$ cat src/design/occ_pkg.sv
package occ_pkg;
  // register byte offsets (avalon word aligned)
  localparam logic [3:0] CTRL_OFF = 4'h0;
  localparam logic [3:0] CMPA_OFF = 4'h4;
  localparam logic [3:0] CMPB_OFF = 4'h8;
  localparam logic [3:0] STAT_OFF = 4'hC;
  localparam logic [3:0] MASK_OFF = 4'h0;
  localparam int ADDR_W = 4;
  // control register fields
  localparam int MODE_LSB = 0;
  localparam int TSEL_BIT = 3;
  localparam int FLT_BIT = 4;
  localparam int IDLE_BIT = 13;
  localparam logic [15:0] CTRL_RST = 16'h0000;
  localparam logic [15:0] CTRL_WMASK = 16'h200F;
  // status bits
  localparam int ST_EDGE = 0;
  localparam int ST_FLT = 1;
  localparam int ST_W = 2;
  // mode encodings
  localparam logic [2:0] M_OFF = 3'h0;
  localparam logic [2:0] M_LOW1 = 3'h1;
  localparam logic [2:0] M_HIGH1 = 3'h2;
  localparam logic [2:0] M_TOG = 3'h3;
  localparam logic [2:0] M_DLY = 3'h4;
  localparam logic [2:0] M_CONT = 3'h5;
  localparam logic [2:0] M_PWM = 3'h6;
  localparam logic [2:0] M_PWMF = 3'h7;
endpackage

$ cat src/design/occ_core_if.sv
`timescale 1ns/1ps
`default_nettype none
// control from the register file to the compare engine and events back
interface occ_core_if;
  logic [2:0] mode;
  logic [15:0] cmp_a;
  logic [15:0] cmp_b;
  logic [15:0] timer;
  logic period_restart;
  logic run;
  logic fault_n;
  logic pin;
  logic rise_ev;
  logic fall_ev;
  logic fault_ev;
  modport ctrl (output mode, cmp_a, cmp_b, timer, period_restart, run,
    fault_n, input pin, rise_ev, fall_ev, fault_ev);
  modport core (input mode, cmp_a, cmp_b, timer, period_restart, run,
    fault_n, output pin, rise_ev, fall_ev, fault_ev);
endinterface
`default_nettype wire

$ cat src/design/occ_engine.sv
`timescale 1ns/1ps
`default_nettype none
module occ_engine (
  input wire logic clock,
  input wire logic rst_n,
  occ_core_if.core cif
);
  logic pin_ff;
  logic done_ff;
  logic armed_ff;
  logic flt_prev_ff;
  logic [2:0] mode_prev_ff;
  logic nxt_pin;
  logic nxt_done;
  logic nxt_armed;
  logic match_a;
  logic match_b;
  logic entered;
  logic fault_fall;

  assign match_a = cif.timer == cif.cmp_a;
  assign match_b = cif.timer == cif.cmp_b;
  assign entered = cif.mode != mode_prev_ff;
  assign fault_fall = flt_prev_ff & ~cif.fault_n;

  // -----------------------------------------------------------
  // output pin sequencing
  // -----------------------------------------------------------
  always_comb begin
    nxt_pin = pin_ff;
    nxt_done = done_ff;
    nxt_armed = armed_ff;
    if (entered) begin
      nxt_done = 1'b0;
      nxt_armed = 1'b0;
      case (cif.mode)
        occ_pkg::M_LOW1, occ_pkg::M_DLY, occ_pkg::M_CONT: nxt_pin = 1'b0;
        occ_pkg::M_HIGH1: nxt_pin = 1'b1;
        occ_pkg::M_PWM, occ_pkg::M_PWMF: nxt_pin = |cif.cmp_a;
        default: nxt_pin = pin_ff; // toggle keeps level
      endcase
    end else if (cif.run) begin
      case (cif.mode)
        occ_pkg::M_LOW1: if (match_a) nxt_pin = 1'b1;
        occ_pkg::M_HIGH1: if (match_a) nxt_pin = 1'b0;
        occ_pkg::M_TOG: if (match_a) nxt_pin = ~pin_ff;
        occ_pkg::M_DLY: begin
          // one pulse: rise on a, fall on b, then stay low
          if (!done_ff && match_a) nxt_pin = 1'b1;
          if (!done_ff && match_b && pin_ff) begin
            nxt_pin = 1'b0;
            nxt_done = 1'b1;
          end
        end
        occ_pkg::M_CONT: begin
          if (match_a) nxt_pin = 1'b1;
          if (match_b) nxt_pin = 1'b0;
        end
        occ_pkg::M_PWM, occ_pkg::M_PWMF: begin
          if (cif.period_restart) nxt_pin = |cif.cmp_a;
          else if (match_a) nxt_pin = 1'b0;
          // fault latches the pin low until the mode changes
          if (cif.mode == occ_pkg::M_PWMF && (fault_fall || armed_ff)) begin
            nxt_pin = 1'b0;
            nxt_armed = 1'b1;
          end
        end
        default: nxt_pin = pin_ff;
      endcase
    end
  end

  always_ff @(posedge clock or negedge rst_n) begin
    if (!rst_n) begin
      pin_ff <= 1'b0;
      done_ff <= 1'b0;
      armed_ff <= 1'b0;
    end else begin
      pin_ff <= nxt_pin;
      done_ff <= nxt_done;
      armed_ff <= nxt_armed;
    end
  end

  // mode and fault history for entry and edge detect
  always_ff @(posedge clock or negedge rst_n) begin
    if (!rst_n) begin
      mode_prev_ff <= occ_pkg::M_OFF;
      flt_prev_ff <= 1'b1;
    end else begin
      mode_prev_ff <= cif.mode;
      flt_prev_ff <= cif.fault_n;
    end
  end

  assign cif.pin = pin_ff;
  assign cif.rise_ev = nxt_pin & ~pin_ff;
  assign cif.fall_ev = ~nxt_pin & pin_ff;
  assign cif.fault_ev = fault_fall & (cif.mode == occ_pkg::M_PWMF);
endmodule
`default_nettype wire

$ cat src/design/occ_top.sv
// Chosen here: the Avalon-MM register port and the address map.
`timescale 1ns/1ps
`default_nettype none
// Functional notes
// - mode 110 is pwm, fault ignored, start level from compare nonzero.
// - mode 111 is pwm, interrupt on falling edge of fault input.
// - fault input acts only in mode 111.
// - fault flag bit 4 set on fault, cleared by hardware, mode 111.
// - bit 3 selects time base b when set, else time base a.
// - bit 13 set halts channel while cpu idles.
// - mode 101 starts low then pulses continuously on compares.
// - mode 100 starts low and makes exactly one pulse.
// - mode 011 inverts the output on every compare event.
// - mode 010 starts high, compare forces low.
// - mode 001 starts low, compare forces high.
// - mode 000 disables the channel.
// - disabled channel hands the pin to general purpose i/o.
// - output changes when selected timer equals compare value.
// - toggle mode interrupts on both output edges.
module occ_top (
  input wire logic clock,
  input wire logic nrst,
  input wire logic [occ_pkg::ADDR_W-1:0] avs_address,
  input wire logic avs_read,
  input wire logic avs_write,
  input wire logic [31:0] avs_writedata,
  output logic [31:0] avs_readdata,
  output logic avs_waitrequest,
  input wire logic [15:0] time_base_a,
  input wire logic [15:0] time_base_b,
  input wire logic period_restart_a,
  input wire logic period_restart_b,
  input wire logic cpu_idle,
  input wire logic fault_input_a,
  input wire logic gpio_level,
  output logic compare_output_pin,
  output logic irq
);
  // -----------------------------------------------------------
  // reset release
  // -----------------------------------------------------------
  logic rst_meta_ff;
  logic rst_n_ff;

  always_ff @(posedge clock or negedge nrst) begin
    if (!nrst) begin
      rst_meta_ff <= 1'b0;
      rst_n_ff <= 1'b0;
    end else begin
      rst_meta_ff <= 1'b1;
      rst_n_ff <= rst_meta_ff;
    end
  end

  // -----------------------------------------------------------
  // registers
  // -----------------------------------------------------------
  logic [15:0] ctrl_ff;
  logic [15:0] cmpa_ff;
  logic [15:0] cmpb_ff;
  logic [occ_pkg::ST_W-1:0] stat_ff;
  logic [occ_pkg::ST_W-1:0] mask_ff;
  logic fault_flag_ff;
  logic ack_ff;
  logic wait_ff;
  logic [31:0] rdata_ff;
  logic pin_out_ff;
  logic irq_ff;
  logic wr_go;
  logic rd_go;
  logic [2:0] mode;
  logic [occ_pkg::ST_W-1:0] ev_set;
  logic edge_irq;

  occ_core_if cif ();

  assign mode = ctrl_ff[occ_pkg::MODE_LSB +: 3];
  // one wait state: read data loads on the first edge so it stands at
  // the accept edge; a write lands only at the accept edge itself
  assign wr_go = avs_write & ack_ff;
  assign rd_go = avs_read & ~ack_ff;

  // decode of a register offset, used by write and read paths
  function automatic logic hit(input logic [3:0] a, input logic [3:0] off);
    hit = a == off;
  endfunction

  // handshake: waitrequest low for one cycle after a cycle of wait
  always_ff @(posedge clock or negedge rst_n_ff) begin
    if (!rst_n_ff) begin
      ack_ff <= 1'b0;
      wait_ff <= 1'b1;
    end else begin
      ack_ff <= (avs_read | avs_write) & ~ack_ff;
      // waitrequest kept as its own flop so the pin comes from a register
      wait_ff <= ~((avs_read | avs_write) & ~ack_ff);
    end
  end

  // control and compare values, write only while the master writes
  always_ff @(posedge clock or negedge rst_n_ff) begin
    if (!rst_n_ff) begin
      ctrl_ff <= occ_pkg::CTRL_RST;
      cmpa_ff <= 16'h0000;
      cmpb_ff <= 16'h0000;
    end else if (wr_go) begin
      // software must stop the timer first, nothing here checks it
      if (hit(avs_address, occ_pkg::CTRL_OFF)) begin
        ctrl_ff <= avs_writedata[15:0] & occ_pkg::CTRL_WMASK;
      end
      if (hit(avs_address, occ_pkg::CMPA_OFF)) begin
        cmpa_ff <= avs_writedata[15:0];
      end
      if (hit(avs_address, occ_pkg::CMPB_OFF)) begin
        cmpb_ff <= avs_writedata[15:0];
      end
    end
  end

  // mask lives in the upper half of the status word
  always_ff @(posedge clock or negedge rst_n_ff) begin
    if (!rst_n_ff) begin
      mask_ff <= '0;
    end else if (wr_go && hit(avs_address, occ_pkg::STAT_OFF)) begin
      mask_ff <= avs_writedata[16 +: occ_pkg::ST_W];
    end
  end

  // -----------------------------------------------------------
  // compare engine
  // -----------------------------------------------------------
  assign cif.mode = mode;
  assign cif.cmp_a = cmpa_ff;
  assign cif.cmp_b = cmpb_ff;
  assign cif.timer = ctrl_ff[occ_pkg::TSEL_BIT] ? time_base_b
                                               : time_base_a;
  assign cif.period_restart = ctrl_ff[occ_pkg::TSEL_BIT] ? period_restart_b
                                                        : period_restart_a;
  // halting in idle freezes compare activity, not the pin level
  assign cif.run = (mode != occ_pkg::M_OFF) &
                   ~(ctrl_ff[occ_pkg::IDLE_BIT] & cpu_idle);
  assign cif.fault_n = (mode == occ_pkg::M_PWMF) ? fault_input_a
                                                : 1'b1;

  occ_engine u_engine (
    .clock(clock),
    .rst_n(rst_n_ff),
    .cif(cif)
  );

  // -----------------------------------------------------------
  // fault flag and interrupt events
  // -----------------------------------------------------------
  // hardware clears the flag once the channel leaves mode 111
  always_ff @(posedge clock or negedge rst_n_ff) begin
    if (!rst_n_ff) begin
      fault_flag_ff <= 1'b0;
    end else if (cif.fault_ev) begin
      fault_flag_ff <= 1'b1;
    end else if (mode != occ_pkg::M_PWMF) begin
      fault_flag_ff <= 1'b0;
    end
  end

  // edge that raises the interrupt depends on the mode
  always_comb begin
    case (mode)
      occ_pkg::M_LOW1: edge_irq = cif.rise_ev;
      occ_pkg::M_HIGH1, occ_pkg::M_DLY, occ_pkg::M_CONT:
        edge_irq = cif.fall_ev;
      occ_pkg::M_TOG: edge_irq = cif.rise_ev | cif.fall_ev;
      default: edge_irq = 1'b0;
    endcase
  end

  assign ev_set[occ_pkg::ST_EDGE] = edge_irq & cif.run;
  assign ev_set[occ_pkg::ST_FLT] = cif.fault_ev;

  // sticky status, write one clears, a new event wins over the clear
  always_ff @(posedge clock or negedge rst_n_ff) begin
    if (!rst_n_ff) begin
      stat_ff <= '0;
    end else begin
      if (wr_go && hit(avs_address, occ_pkg::STAT_OFF)) begin
        stat_ff <= (stat_ff & ~avs_writedata[occ_pkg::ST_W-1:0]) | ev_set;
      end else begin
        stat_ff <= stat_ff | ev_set;
      end
    end
  end

  always_ff @(posedge clock or negedge rst_n_ff) begin
    if (!rst_n_ff) begin
      irq_ff <= 1'b0;
    end else begin
      irq_ff <= |(stat_ff & mask_ff);
    end
  end

  // -----------------------------------------------------------
  // pin and read data
  // -----------------------------------------------------------
  // disabled channel passes the port level through one register stage
  always_ff @(posedge clock or negedge rst_n_ff) begin
    if (!rst_n_ff) begin
      pin_out_ff <= 1'b0;
    end else if (mode == occ_pkg::M_OFF) begin
      pin_out_ff <= gpio_level;
    end else begin
      pin_out_ff <= cif.pin;
    end
  end

  always_ff @(posedge clock or negedge rst_n_ff) begin
    if (!rst_n_ff) begin
      rdata_ff <= 32'h00000000;
    end else if (rd_go) begin
      rdata_ff <= 32'h00000000; // unmapped reads as zero
      if (hit(avs_address, occ_pkg::CTRL_OFF)) begin
        rdata_ff[15:0] <= ctrl_ff | ({15'h0000, fault_flag_ff}
                                     << occ_pkg::FLT_BIT);
      end
      if (hit(avs_address, occ_pkg::CMPA_OFF)) begin
        rdata_ff[15:0] <= cmpa_ff;
      end
      if (hit(avs_address, occ_pkg::CMPB_OFF)) begin
        rdata_ff[15:0] <= cmpb_ff;
      end
      if (hit(avs_address, occ_pkg::STAT_OFF)) begin
        rdata_ff <= {14'h0000, mask_ff, 14'h0000, stat_ff};
      end
    end
  end

  assign avs_readdata = rdata_ff;
  assign avs_waitrequest = wait_ff;
  assign compare_output_pin = pin_out_ff;
  assign irq = irq_ff;
endmodule
`default_nettype wire

$ cat config.mk
export PLATFORM = sky130hd
export DESIGN_NAME = occ_top
export DESIGN_NICKNAME = d
export VERILOG_FILES = /design/src/design/occ_pkg.sv /design/src/design/occ_core_if.sv /design/src/design/occ_engine.sv /design/src/design/occ_top.sv
export SDC_FILE = /design/constraint.sdc
export NUM_CORES = 1
export LEC_CHECK = 0
export ABC_AREA = 1
export BUFFER_PORTS_ARGS = -buffer_cell sky130_fd_sc_hd__buf_2
export CORE_UTILIZATION = 40
export DETAILED_ROUTE_END_ITERATION = 16
export GPL_ROUTABILITY_DRIVEN = 0
export GPL_TIMING_DRIVEN = 0
export PLACE_DENSITY_LB_ADDON = 0.12
export SLEW_MARGIN = 20
export SYNTH_ARGS = -nofsm -noshare
export SYNTH_HDL_FRONTEND = slang
export SYNTH_HIERARCHICAL = 1
export SYNTH_SLANG_ARGS = --single-unit
$ cat constraint.sdc
create_clock -name clock -period 2.6 [get_ports clock]
set_input_delay 0.39 -clock clock [delete_from_list [all_inputs] [get_ports clock]]
set_output_delay 0.39 -clock clock [all_outputs]
set_load 0.005 [all_outputs]
==> flow_summary.json <==
{
  "fin_ws_ps": -437,
  "grt_antenna_before_repair": 0,
  "die_x_um": 107,
  "end_kind": "register",
  "ctsLongestPathBuffers": 2,
  "clk_latency_ps": 350,
  "clock_skew_ps": 9.63,
  "worstRegToRegCells": 27,
  "ys.flop_type": "dfrtp_1",
  "io_pins": 112,
  "drv_slew": 0,
  "drt_iter0_drc": 206,
  "rsz0062_at_grt": "yes",
  "routedWlPerCell_um": 13.8,
  "overflow": 0,
  "yosysUniqueCellTypes": 33,
  "crit_type": "register to register",
  "n_fill_cell": 1086,
  "num_antenna_cells": 0,
  "ys_seq_area_frac": 0.412,
  "async_flop_share": 1.00,
  "first_global_vias": 3660,
  "fin_setup_tns_ps": -496,
  "cts_max_level": 3,
  "fmax_mhz": 329,
  "synth_top_area_share": 0.401,
  "hold_slack_ps": 197,
  "cpMostUsedCell": "nand2_1",
  "synth.avg_cell_area_um2": 7.73,
  "clk_pin_slew_ps": 80,
  "die-area_mm2": 0.0115,
  "cts_tree": "built",
  "rows": 38,
  "place.port_buffers": 83,
  "ys_seq_elements": 73,
  "synthCells": 574,
  "synth_edf_count": 0,
  "slew_headroom": 0.558,
  "fp.dieH_um": 107,
  "viasPerCell": 4.74,
  "drive_gt1_frac": 0.312,
  "min_path_type": "register to asynchronous set/reset pin",
  "grt_max_degree": 56,
  "violations": "negative setup slack",
  "worst_pin_slew_ps": 657,
  "arrival_ps": 3320,
  "yosysTopAreaCell": "dfrtp_1",
  "final_net_count": 775,
  "p_leak_uw": 0.00306,
  "period_needed_ps": 3040,
  "path_max_fanout": 5,
  "core-area_mm2": 0.0108,
  "synth_area_leaders": "dfrtp_1 (40%), nand2_1 (15%), nand3_1 (6.5%)",
  "ant_nets": 0,
  "drcViolationCount": 0,
  "yosysWarnings": 6,
  "cts-buffers-inserted": 9,
  "vias": 3984,
  "synth_area_mm2": 0.00444,
  "ir_drop_v": 0.000351,
  "cp.required_ps": 2880,
  "status": "finished, violations left",
  "pre_cts_ws_ps": -517,
  "clock_sinks": 73,
  "slowest_stage": "dfrtp_1",
  "initial_core_util": 0.409,
  "start_kind": "register",
  "fin_crit_sh": 1.17,
  "root_buffer": "clkbuf_8",
  "hold_violations": 0,
  "setup_violations": 2,
  "dpl.hpwl_mm": 8.53,
  "cap_violations": 0,
  "track_usage": 0.209,
  "areaGrowthSynthToFinish_pct": 25.8,
  "slowest_delay_ps": 380,
  "grt_pass1_wl_mm": 18.3,
  "fin_util": 0.515,
  "first_pass_iters": 5,
  "finalWirelength_mm": 11.6,
  "p_per_area_mw_per_mm2": 670
}
==> cell families after synthesis <==
| logic type | count (synthesis) | share of synthesized area |
|---|---|---|
| AND/OR/NAND/NOR | 305 | 0.294 |
| buffers and inverters | 101 | 0.118 |
| flip-flops | 73 | 0.412 |
| AO/OA/AOI/OAI | 57 | 0.0911 |
| XOR/XNOR | 17 | 0.0336 |
| multiplexers | 17 | 0.0432 |
| adder cells (fa/ha/maj) | 2 | 0.00564 |
| other | 2 | 0.00169 |
==> report_power, final <==
group,total [uW],internal [uW],switching (uW)
clock network,1030,590,441
logic,1190,554,635
registers,1520,1320,204
==> timing repair <==
item                                    CTS  global route
pin swaps                                 3            17
endpoints found under the setup margin    2             2
gates cloned                              0             1
buffers inserted                          9             3
hold buffers                              1             0
gates resized for setup                   6            12
endpoints found under the hold margin     2             0
==> worst max-delay path, delay by kind of cell, from the launching register on <==
kind,cells,cell delay [ps]
muxes,1,330
AOI/OAI and AO/OA,1,40
DFF,1,380
and+or+nand+nor,15,1060
buffers and inverters,10,1190
==> sequential cells by signal, summed over array words and instances (netlist names), 2 cells and up <==
signal                 count
avs_readdata              18
cif.cmp_a                 16
cif.cmp_b                 16
ctrl_ff                    5
u_engine/mode_prev_ff      3
mask_ff                    2
stat_ff                    2
==> layout by cell type (no fill, tap or decap), types with 2 or more instances in the layout <==
| master | netlist | layout |
|---|---|---|
| xor2_1 | 14 | 14 |
| inv_1 | 61 | 61 |
| buf_6 | 8 | 10 |
| clkinv_2 | 0 | 2 |
| nor2_2 | 4 | 5 |
| nand3_2 | 0 | 3 |
| a21oi_2 | 1 | 2 |
| dfstp_2 | 2 | 2 |
| a21oi_1 | 7 | 6 |
| inv_2 | 6 | 6 |
| o21ai_2 | 22 | 22 |
| clkbuf_8 | 0 | 11 |
| mux2_4 | 0 | 9 |
| dfrtp_1 | 71 | 70 |
| buf_2 | 7 | 88 |
| conb_1 | 2 | 15 |
| o21ai_0 | 6 | 6 |
| o21ai_1 | 16 | 16 |
| mux2_2 | 17 | 8 |
| nand2_1 | 183 | 181 |
| buf_12 | 0 | 2 |
| nand3_4 | 3 | 3 |
| nand3_1 | 58 | 55 |
| nor2_4 | 3 | 4 |
| buf_4 | 17 | 27 |
| nand2_2 | 3 | 5 |
| xnor2_1 | 3 | 3 |
| nor2_1 | 49 | 47 |
| bufinv_16 | 0 | 2 |
==> worst paths after layout <==
check	startpoint	endpoint	slack, ps
worst max-delay path	ctrl_ff[3]$_DFFE_PN0P_	stat_ff[0]$_DFF_PN0_	-440
worst min-delay path	rst_n_ff$_DFF_PN0_	avs_readdata[0]$_DFFE_PN0P_	200
worst max register to register	ctrl_ff[3]$_DFFE_PN0P_	stat_ff[0]$_DFF_PN0_	-440
worst min register to register	rst_n_ff$_DFF_PN0_	avs_readdata[0]$_DFFE_PN0P_	200
max in group asynchronous	rst_n_ff$_DFF_PN0_	u_engine/done_ff$_DFFE_PN0P_	1850
min in group clock	avs_read	avs_waitrequest$_DFF_PN1_	230
==> through the flow <==
stage / total power (uW) / instances / cell area, um^2
floorplan: 2320 / 587 / 4520
global placement: 2600 / 810 / 5110
detailed placement: 2630 / 811 / 5140
CTS: 3700 / 837 / 5480
global route: 3980 / 841 / 5580
finish: 3740 / 841 / 5580
==> synthesized netlist by cell type, types with 3 or more instances <==
master / number
nor2_1: 49
buf_4: 17
a21oi_1: 7
buf_2: 7
nand3_4: 3
o21ai_0: 6
nand2_2: 3
inv_1: 61
o21ai_1: 16
xnor2_1: 3
nor2_4: 3
nand2_1: 183
mux2_2: 17
inv_2: 6
xor2_1: 14
buf_6: 8
nand3_1: 58
o21ai_2: 22
nor2_2: 4
dfrtp_1: 71
==> layer usage <==
metal / up-vias / track usage / wire [um]
met2: 106 / 0.340 / 5480
met5: - / 0 / 0
li1: 2015 / - / -
met3: 13 / 0.0357 / 641
met4: 0 / 0.0577 / 127
met1: 1850 / 0.285 / 5350
==> cell type report <==
type,instances,area [um^2],area share
Multi-Input combinational cell,413,2210,0.396
Sequential cell,73,1830,0.328
Timing Repair Buffer,98,584,0.105
Buffer,33,278,0.0498
Inverter,68,269,0.0482
Tap cell,140,175,0.0314
Clock buffer,11,151,0.0271
Clock inverter,5,77.6,0.0139
Note: power is estimated with default switching activity, not from simulation.
